==> config.mk <==
export PLATFORM = sky130hd
export DESIGN_NAME = icc_capture
export DESIGN_NICKNAME = d
export VERILOG_FILES = /design/src/common/icc_pkg.sv /design/src/logic/icc_capture.sv
export VERILOG_INCLUDE_DIRS = /design/src /design/src/common
export SDC_FILE = /design/constraint.sdc
export NUM_CORES = 2
export LEC_CHECK = 0
export BUFFER_PORTS_ARGS = -buffer_cell sky130_fd_sc_hd__buf_2
export CORE_MARGIN = 2
export CORE_UTILIZATION = 54
export CTS_BUF_LIST = sky130_fd_sc_hd__clkbuf_16
export DETAILED_ROUTE_END_ITERATION = 10
export PLACE_DENSITY = 0.83
export SKIP_LAST_GASP = 1
export SYNTH_ARGS = -nofsm -noshare
export SYNTH_HDL_FRONTEND = slang
export SYNTH_SLANG_ARGS = --single-unit
==> constraint.sdc <==
create_clock -name sys_clk -period 14.45 [get_ports sys_clk]
set_input_delay 2.1675 -clock sys_clk [delete_from_list [all_inputs] [get_ports sys_clk]]
set_output_delay 2.1675 -clock sys_clk [all_outputs]
set_load 0.01 [all_outputs]
==> src/common/icc_defs.svh <==
// Purpose: Constants for the input capture channel block.
// Assumes: Included by bare name; definitions only.
// Notes: Mode codes follow the three-bit capture mode selector.
`ifndef ICC_DEFS_SVH
`define ICC_DEFS_SVH
`define ICC_NUM_CH 8
`define ICC_DATA_W 16
`define ICC_DEPTH 4
`define ICC_MODE_OFF 3'h0
`define ICC_MODE_EVERY 3'h1
`define ICC_MODE_FALL 3'h2
`define ICC_MODE_RISE 3'h3
`define ICC_MODE_PRE4 3'h4
`define ICC_MODE_PRE16 3'h5
`define ICC_MODE_RSVD 3'h6
`define ICC_MODE_WAKE 3'h7
`define ICC_PRE4_LAST 4'h3
`define ICC_PRE16_LAST 4'hf
`define ICC_CTRL_RESET 7'h00
`define ICC_TB_RESET 1'b1
`endif

==> src/common/icc_pkg.sv <==
// Purpose: Types shared by the input capture channel block.
// Assumes: Constants come from icc_defs.svh.
// Notes: One control word per channel.
`include "icc_defs.svh"
package icc_pkg;
	typedef struct packed {
		logic stop_in_idle_bit;
		logic timebase_select;
		logic [1:0] irq_event_count_sel;
		logic [2:0] capture_mode_sel;
	} icc_ctrl_t;
	typedef struct packed {
		logic buffer_not_empty_flag;
		logic capture_overflow_flag;
		logic capture_irq_flag;
		logic wake_req;
	} icc_stat_t;
endpackage

==> src/logic/icc_capture.sv <==
// Purpose: Eight input capture channels with four-entry FIFOs, prescaler and flags.
// Assumes: sys_clk is the peripheral clock; timer counts are on that clock; pins are asynchronous.
// Notes: Control arrives as plain ports; buffer reads are one-cycle strobes per channel.
`timescale 1ns/1ps
`include "icc_defs.svh"
////////////////////////////////////////////////////////////////////////////////
// Function
// - Eight independent channels, each with mode, FIFO and flags.
// - Capture on falling, rising, or both edges by mode selector.
// - Prescaled modes capture every 4th or 16th rising edge.
// - Prescaler counter clears while the channel is off.
// - Any reset clears every prescaler counter.
// - Each channel has a four-entry, 16-bit FIFO.
// - Not-empty flag set on first capture, held until FIFO drained.
// - A read returns the oldest entry and advances the rest.
// - Capture into a full FIFO is discarded and sets overflow (no overflow in every-edge mode); with a read in the same cycle it is stored unless overflow is set.
// - After overflow, no capture stored until all four read.
// - Control bit 5 selects one of two 16-bit timers.
// - Timebase select resets to the second timer.
// - Every-edge mode flags interrupt on each edge, ignoring event count.
// - Every-edge mode never raises overflow.
// - Mode 111 with interrupt enabled wakes device from sleep or idle.
// - Capture wake-up also raises the interrupt flag, except in idle with stop-in-idle set.
// - In sleep the channel is only an interrupt source, count ignored.
// - Interrupt raised after 1 to 4 captures per bits 4:3.
module icc_capture #(
	parameter int NUM_CH = `ICC_NUM_CH,
	parameter int DATA_W = `ICC_DATA_W
) (
	input wire logic sys_clk,
	input wire logic sys_rst,
	input wire logic [NUM_CH-1:0] cap_pin,
	input wire logic [DATA_W-1:0] timer2_count,
	input wire logic [DATA_W-1:0] timer3_count,
	input wire logic cpu_sleep,
	input wire logic cpu_idle,
	input wire icc_pkg::icc_ctrl_t [NUM_CH-1:0] capture_control_reg,
	input wire logic [NUM_CH-1:0] ctrl_wr,
	input wire logic [NUM_CH-1:0] capture_irq_enable,
	input wire logic [NUM_CH-1:0] buf_rd,
	input wire logic [NUM_CH-1:0] irq_flag_clr,
	output logic [NUM_CH-1:0][DATA_W-1:0] buf_rdata,
	output icc_pkg::icc_stat_t [NUM_CH-1:0] chan_status,
	output logic wake_up
);
	import icc_pkg::*;

	////////////////////////////////////////////////////////////////////////////////
	// Wake requests of all channels, gathered for the shared wake-up flop.
	logic [NUM_CH-1:0] wake_vec;

	////////////////////////////////////////////////////////////////////////////////
	// Every channel is an identical copy with its own state; none reads another.
	genvar g;
	generate
		for (g = 0; g < NUM_CH; g++) begin : ch
			// Control word as last written by software.
			icc_ctrl_t ctrl_r;

			// Pin synchroniser and the previous sample used for edge detection.
			logic sync1_r;
			logic sync2_r;
			logic prev_r;

			// Prescaler edge counter and interrupt event counter.
			logic [3:0] pre_cnt_r;
			logic [1:0] ev_cnt_r;

			// Capture storage, its fill level and the last popped word.
			logic [DATA_W-1:0] fifo_r [`ICC_DEPTH];
			logic [2:0] level_r;
			logic [DATA_W-1:0] rdata_r;

			// Status flags.
			logic ovf_r;
			logic bne_r;
			logic irq_r;
			logic wake_r;

			////////////////////////////////////////////////////////////////////////
			// Edge detection and mode decode.
			wire logic rise;
			wire logic fall;
			wire logic [2:0] mode;
			wire logic mode_off;
			wire logic mode_every;
			wire logic mode_fall;
			wire logic mode_rise;
			wire logic mode_pre4;
			wire logic mode_pre16;
			wire logic mode_wake;
			wire logic is_pre;
			wire logic [3:0] pre_last;
			wire logic pre_hit;
			wire logic event_awake;
			wire logic event_q;

			assign rise = sync2_r & ~prev_r;
			assign fall = ~sync2_r & prev_r;
			assign mode = ctrl_r.capture_mode_sel;
			assign mode_off = (mode == `ICC_MODE_OFF);
			assign mode_every = (mode == `ICC_MODE_EVERY);
			assign mode_fall = (mode == `ICC_MODE_FALL);
			assign mode_rise = (mode == `ICC_MODE_RISE);
			assign mode_pre4 = (mode == `ICC_MODE_PRE4);
			assign mode_pre16 = (mode == `ICC_MODE_PRE16);
			assign mode_wake = (mode == `ICC_MODE_WAKE);
			assign is_pre = mode_pre4 | mode_pre16;
			assign pre_last = mode_pre4 ? `ICC_PRE4_LAST : `ICC_PRE16_LAST;
			assign pre_hit = rise & (pre_cnt_r == pre_last);

			// The reserved mode code matches no term below, so it captures nothing.
			assign event_awake = (mode_every & (rise | fall)) |
				(mode_fall & fall) |
				(mode_rise & rise) |
				(is_pre & pre_hit) |
				(mode_wake & rise);

			// Sleep stops the timebase, so only the wake mode is live then as an interrupt source.
			assign event_q = cpu_sleep ? (mode_wake & rise) : event_awake;

			////////////////////////////////////////////////////////////////////////
			// Buffer control.
			wire logic stores;
			wire logic [DATA_W-1:0] tstamp;
			wire logic full;
			wire logic empty;
			wire logic do_rd;
			wire logic blocked;
			wire logic do_wr;
			wire logic ovf_set;
			wire logic [2:0] level_nxt;
			wire logic [2:0] wr_idx;

			// The wake mode is an interrupt source only and never fills the buffer.
			assign stores = event_q & ~cpu_sleep & ~mode_wake;
			assign tstamp = ctrl_r.timebase_select ? timer3_count : timer2_count;
			assign full = (level_r == 3'(`ICC_DEPTH));
			assign empty = (level_r == 3'h0);

			// A read of an empty buffer is ignored, so the level can never wrap below zero.
			assign do_rd = buf_rd[g] & ~empty;

			// Overflow blocks storing until the buffer is fully drained.
			assign blocked = ovf_r & ~empty;

			// A read in the same cycle frees a slot, so a capture on a full buffer then still lands unless overflow is already set.
			assign do_wr = stores & ~blocked & (~full | do_rd);
			assign ovf_set = stores & full & ~do_rd & ~mode_every;
			assign level_nxt = 3'(level_r + 3'(do_wr) - 3'(do_rd));
			assign wr_idx = 3'(level_r - 3'(do_rd));

			////////////////////////////////////////////////////////////////////////
			// Interrupt and wake-up decode.
			wire logic ev_done;
			wire logic count_bypass;
			wire logic irq_set;
			wire logic run_ok;
			wire logic wake_set;

			assign ev_done = (ev_cnt_r == ctrl_r.irq_event_count_sel);

			// These cases flag every event and ignore the event count setting.
			assign count_bypass = mode_every | mode_wake | cpu_sleep;
			assign irq_set = event_q & (count_bypass | ev_done);

			// Stop-in-idle freezes the prescaler and the event count and keeps the interrupt flag from setting while the processor idles.
			assign run_ok = ~(cpu_idle & ctrl_r.stop_in_idle_bit);
			assign wake_set = (cpu_sleep | cpu_idle) & mode_wake & capture_irq_enable[g] & rise;

			////////////////////////////////////////////////////////////////////////
			// Control register.
			always_ff @(posedge sys_clk or posedge sys_rst) begin
				if (sys_rst) begin
					ctrl_r <= icc_ctrl_t'(`ICC_CTRL_RESET);
					ctrl_r.timebase_select <= `ICC_TB_RESET;
				end else if (ctrl_wr[g]) begin
					ctrl_r <= capture_control_reg[g];
				end
			end

			////////////////////////////////////////////////////////////////////////
			// Pin synchroniser; only the second flop feeds the edge detector.
			always_ff @(posedge sys_clk or posedge sys_rst) begin
				if (sys_rst) begin
					sync1_r <= 1'b0;
					sync2_r <= 1'b0;
					prev_r <= 1'b0;
				end else begin
					sync1_r <= cap_pin[g];
					sync2_r <= sync1_r;
					prev_r <= sync2_r;
				end
			end

			////////////////////////////////////////////////////////////////////////
			// Prescaler edge counter.
			always_ff @(posedge sys_clk or posedge sys_rst) begin
				if (sys_rst) begin
					pre_cnt_r <= 4'h0;
				end else if (mode_off || !is_pre) begin
					pre_cnt_r <= 4'h0;
				end else if (rise && run_ok) begin
					pre_cnt_r <= pre_hit ? 4'h0 : 4'(pre_cnt_r + 4'h1);
				end
			end

			////////////////////////////////////////////////////////////////////////
			// Fill level, status flags and read data.
			always_ff @(posedge sys_clk or posedge sys_rst) begin
				if (sys_rst) begin
					level_r <= 3'h0;
					ovf_r <= 1'b0;
					bne_r <= 1'b0;
					rdata_r <= '0;
				end else begin
					level_r <= level_nxt;
					bne_r <= (level_nxt != 3'h0);
					if (ovf_set) begin
						ovf_r <= 1'b1;
					end else if (level_nxt == 3'h0) begin
						ovf_r <= 1'b0;
					end
					if (do_rd) begin
						rdata_r <= fifo_r[0];
					end
				end
			end

			////////////////////////////////////////////////////////////////////////
			// Shift register keeps the oldest entry at slot 0; undefined-read case just repeats the last popped word.
			// The words carry no reset, since the fill level alone says which of them are valid.
			always_ff @(posedge sys_clk) begin
				for (int i = 0; i < `ICC_DEPTH; i++) begin
					if (do_wr && (wr_idx == 3'(i))) begin
						fifo_r[i] <= tstamp;
					end else if (do_rd && (i < `ICC_DEPTH - 1)) begin
						fifo_r[i] <= fifo_r[i + 1];
					end
				end
			end

			////////////////////////////////////////////////////////////////////////
			// Event counter, interrupt flag and wake request.
			always_ff @(posedge sys_clk or posedge sys_rst) begin
				if (sys_rst) begin
					ev_cnt_r <= 2'h0;
					irq_r <= 1'b0;
					wake_r <= 1'b0;
				end else begin
					if (mode_off) begin
						ev_cnt_r <= 2'h0;
					end else if (event_q && run_ok) begin
						ev_cnt_r <= ev_done ? 2'h0 : 2'(ev_cnt_r + 2'h1);
					end
					// Set beats a simultaneous clear so no event is lost.
					if (irq_set && run_ok) begin
						irq_r <= 1'b1;
					end else if (irq_flag_clr[g]) begin
						irq_r <= 1'b0;
					end
					// Wake-up does not depend on the timer running, only on the pin edge.
					wake_r <= wake_set;
				end
			end

			////////////////////////////////////////////////////////////////////////
			// Outputs, each taken straight from a flop.
			assign buf_rdata[g] = rdata_r;
			assign chan_status[g] = '{
				buffer_not_empty_flag: bne_r,
				capture_overflow_flag: ovf_r,
				capture_irq_flag: irq_r,
				wake_req: wake_r
			};
			assign wake_vec[g] = wake_r;
		end
	endgenerate

	////////////////////////////////////////////////////////////////////////////////
	// Shared wake-up output; registered so that it comes straight from a flop.
	// It trails the per-channel wake request by one cycle.
	always_ff @(posedge sys_clk or posedge sys_rst) begin
		if (sys_rst) begin
			wake_up <= 1'b0;
		end else begin
			wake_up <= |wake_vec;
		end
	end
endmodule

* Word-level counts from Yosys, hierarchy flattened
Memories as Yosys holds them, arrays and structs flattened. A register that Yosys moved wholly into a read port is not among the register bits. Cells that the tools add are included.
Operators by class: add/sub/neg operators 40, equality and inequality tests 96, bitwise gates (word level) 354, mux-type cells 248, reduce and logical (&&, ||, !) cells 145
Operators by type and width (number):
- $mux 16 | 32
- $and 1x1->1 | 176
- $mux 1 | 160
- $mux 4 | 32
- $or 1x1->1 | 105
- $eq 3x2->1 const B | 32
- $eq 3x3->1 const B | 32
- $logic_not 3->1 | 32
- $not 1->1 | 73
- $reduce_bool 2->1 | 32
- $logic_and 1x1->1 | 56
- $eq 3x1->1 const B | 16
- $mux 2 | 24
- $sub 3x1->3 | 16
- $add 4x1->4 const B | 8
- $eq 4x4->1 | 8
- $add 3x1->3 | 8
- $reduce_bool 3->1 | 8
- $add 2x1->2 const B | 8
- $eq 2x2->1 | 8
- $logic_not 1->1 | 8
- $logic_or 1x1->1 | 8
- $reduce_or 8->1 | 1
Word-level totals: bits of input ports 132, flip-flop bits (word level) 185, RAM bits 512, logic and storage cells 1004, memories kept 8
Memories:
- ch[0].fifo_r | words 4, bits a word 16, rd ports 4, clocked after memory_dff 1, write ports 4, RTL line icc_capture.sv:70 | logic [DATA_W-1:0] fifo_r [`ICC_DEPTH];
- ch[1].fifo_r | words 4, bits a word 16, rd ports 4, clocked after memory_dff 1, write ports 4, RTL line icc_capture.sv:70
- ch[2].fifo_r | words 4, bits a word 16, rd ports 4, clocked after memory_dff 1, write ports 4, RTL line icc_capture.sv:70
- ch[3].fifo_r | words 4, bits a word 16, rd ports 4, clocked after memory_dff 1, write ports 4, RTL line icc_capture.sv:70
- ch[4].fifo_r | words 4, bits a word 16, rd ports 4, clocked after memory_dff 1, write ports 4, RTL line icc_capture.sv:70
- ch[5].fifo_r | words 4, bits a word 16, rd ports 4, clocked after memory_dff 1, write ports 4, RTL line icc_capture.sv:70
- 2 more memories

* Logic depth before layout (Yosys ltp)
depth in word-level cells 18, gate-level depth with buffers 17, mapped depth without buffers 17

* Worst setup path after synthesis
No wires, ideal clock.
path kind input -> register, start point input buf_rd[6], end point memory ch[6].fifo_r[0][0] (netlist bit), enable pin, setup slack 8.592 ns, stages on the path 8, arrival 5.447 ns, library setup time 0.411 ns, cells stage by stage o31ai_1 > clkinv_1 > clkbuf_1 > ha_1 > ha_1 > xnor2_1 > nand2_1 > o21ai_0
RTL lines:
- from (decl) | RTL line icc_capture.sv:40 | input wire logic [NUM_CH-1:0] buf_rd,
- to (decl) | RTL line icc_capture.sv:70

==> summary.txt <==
Route
  – Initial DRC Count: between 2k and 2.5k
  – Avg Vias per Cell: slightly below 6
  – DRT antenna net count: 0
  – Via count: between 20k and 25k
  – WL per Instance: 23.3 um
  – Pre-Repair DR Iteration Count: 5
  – Final wirelength: approximately 89000 um
  – Residual DRC count: 0

Placement
  – Place WS: 8.29 ns
  – HPWL Detailed: approximately 60000 um
  – GPL Wtd Cong: 0.872
  – Port Buffers: between 200 and 300

Clock network
  – Deepest clock path buffer count: 3
  – Clk slew on worst S/H paths: 0.06 ns
  – TritonCTS buffer count: between 80 and 90
  – Hold Buf Count CTS: 0
  – Clock tree sinks: 825
  – Post-CTS Setup Repair Bufs: 0
  – Post-CTS sizing: 0
  – Root buffer cell: clkbuf_16
  – CTS tree: built
  – Htree depth: 3
  – Worst skew pair latency: around 0.63 ns

Layout
  – Area of the multi-input gates: 12500 um2
  – Share of layout cells above drive strength 1: a little over a third
  – Most frequent cells in the layout: mux2_2, edfxtp_1, nand2_1, dfrtp_1, buf_2
  – FF/Latch Area: 23200 um2
  – Fillers: 4783
  – Area Overhead vs Synth: 13.2%
  – Most common cell after layout, fill and taps aside: mux2_2
  – Final nets: 3079

Floorplanning
  – Initial core utilization: a little over half
  – Die Y: 264 um
  – FP Rows: between 90 and 100
  – Die footprint: about 70000 um2
  – Die W: between 200 and 300 um
  – Core area: roughly 67000 um2
  – Ports: ~290

Setup path
  – R2R setup slack: between 9 and 10 ns
  – WP data required: ~15 ns
  – Most Frequent Cell on Critical Path: ha_1
  – Crit path max-delay family: compound AO/OA/AOI/OAI gates
  – Crit path max fanout: 21
  – Slowest cell on the critical path: o21ai_2
  – CP max stage delay: approximately 0.88 ns
  – Worst path cell trace: buf_2, nand2_1, inv_1, ha_1, ha_1, xnor2_1, nand3_1, o21ai_2, mux2_2
  – Startpoint types: input port
  – CP Class: input port to flop
  – WP buf/inv: 2
  – CP endpoint kind: flop
  – WP data arrival: about 5.7 ns

Global routing
  – Global Route Usage Sum: between 20% and 30%
  – Pin count of the biggest net entering global routing: around 110
  – Number of global-route vias before repair: around 23k
  – Global-route wire length before repair: between 100000 and 150000 um
  – GRT overflow: 0
  – Initial antenna violation count: 5

Logic synthesis
  – Post-synth top area cell: edfxtp_1
  – Yosys cell types: 79
  – Async SR Flop Fraction: 37.9%
  – Dominant synthesized flop cell: edfxtp_1
  – EDFF count, synth: slightly above 500
  – Synthesized area per cell: 14.1 um2
  – Mapped Area: 36600 um2
  – #FFs+latches synth: ~830
  – Synthesized instance count: roughly 2.6k
  – Register area share after synthesis: between 60 and 70%
  – Synth area leaders: edfxtp_1, dfrtp_1, mux2_2, nand2_1, ha_1
  – Synth warnings: 0
  – Top-area cell type share of the netlist area: approximately two fifths
  – Net Count, Synth: about 2.8k

Timing
  – Final Cycle Share: a little over a third
  – Tmin final: ~5.3 ns
  – Fmax: roughly 190 MHz
  – Final Setup Violations: 0
  – RSZ-0062 raised after global routing: no
  – Worst relative slew slack: 16.3%
  – Worst hold margin: 0.351 ns
  – Setup TNS: 0 ns
  – Final Hold Viols: 0
  – Clk_skew: 0.0227 ns
  – Final setup margin: approximately 9.2 ns
  – Worst-margin pin slew: roughly 1.2 ns
  – Slew Limit Fails: 0

Outcome
  – Outcome: finished, final reports clean

Run
  – Maxcap violations: 0

Power and ir drop
  – P_leak: 16.9 nW
  – VDD IR max: about 0.08 mV
  – Pwr per Cell Area: around 180 nW/um2

Min path
  – Hold Crit Class: flop to flop
[logic make-up (layout without fill, tap and decap cells)]
family / after synthesis / after routing / synth area share [%]
simple gates: 664 / 664 / 8.12
buf+inv: 218 / 567 / 2.81
flops: 825 / 825 / 63.4
other cells: 0 / 2 / 0
fa+ha+maj: 64 / 64 / 2.35
xor+xnor: 39 / 39 / 0.932
mux: 599 / 599 / 18.7
compound gates: 194 / 194 / 3.77
[per-layer routing]
| metal | vias up | global-route usage, % | part of all wire [%] |
|---|---|---|---|
| met4 | 4 | 11.5 | 4.4 |
| met1 | 11400 | 33.0 | 39 |
| met3 | 226 | 4.77 | 7.6 |
| li1 | 9961 | - | - |
| met5 | - | 0 | 0.038 |
| met2 | 965 | 41.5 | 48 |
[Yosys cell counts (10+ instances only)]
library cell	instances
mux2_2	545
a31oi_1	21
dfrtp_1	305
o21ai_0	41
or3_1	20
edfxtp_1	512
nor3_1	32
xnor2_1	36
and3_1	10
inv_1	84
nand2b_1	36
ha_1	56
mux2i_1	17
a21oi_1	42
buf_2	22
mux2_4	30
nand3_1	32
buf_4	41
nand2_1	437
clkbuf_1	55
nor2_1	43
[final cells by class]
type,instances,share of cell area [%]
antenna,2,0.0121
clock buffer,84,5.07
clock inverter,71,1.30
inverter,89,0.823
multi-input combinational,1560,30.1
sequential,825,56.0
tap,873,2.63
timing repair buffer,323,4.08
[flip-flops by register name, indices dropped and copies added, names as in the netlist]
signal,flops
ch.bne_r,8
ch.ctrl_r,32
ch.ev_cnt_r,16
ch.fifo_r,512
ch.irq_r,8
ch.level_r,24
ch.mode,24
ch.ovf_r,8
ch.pre_cnt_r,32
ch.prev_r,8
ch.rdata_r,128
ch.sync1_r,8
ch.sync2_r,8
ch.wake_r,8
wake_up,1
[path summary, 6_finish.rpt]
| path | from | depth (start not counted) | endpoint |
|---|---|---|---|
| max reg2reg | ch[2].level_r[0]$_DFF_PP0_ | 8 | ch[2].fifo_r[2][4]$_DFFE_PP_ |
| min in group asynchronous | sys_rst | 2 | ch[1].sync1_r$_DFF_PP0_ |
| max in group asynchronous | sys_rst | 5 | ch[2].rdata_r[14]$_DFFE_PP0P_ |
| max | buf_rd[4] | 9 | ch[4].fifo_r[0][13]$_DFFE_PP_ |
| min reg2reg | ch[6].sync1_r$_DFF_PP0_ | 0 | ch[6].sync2_r$_DFF_PP0_ |
| min | ch[6].sync1_r$_DFF_PP0_ | 0 | ch[6].sync2_r$_DFF_PP0_ |
[power breakdown]
group / internal, mW / total [mW] / switching [mW]
clock network: 1.20 / 2.11 / 0.907
registers: 3.20 / 3.52 / 0.314
logic: 0.807 / 1.91 / 1.10
total: 5.21 / 7.53 / 2.32
[per-stage QoR]
stage	util, %	area, um2	power (mW)	cells
final	61.8	41500	7.53	3827
after floorplan	-	36600	4.77	2603
after global placement	57.8	38800	5.31	3670
after CTS	61.8	41500	7.56	3825
after detailed placement	57.8	38800	5.45	3670
after global routing	61.8	41500	7.87	3827
Power figures use the tool's default switching activity.
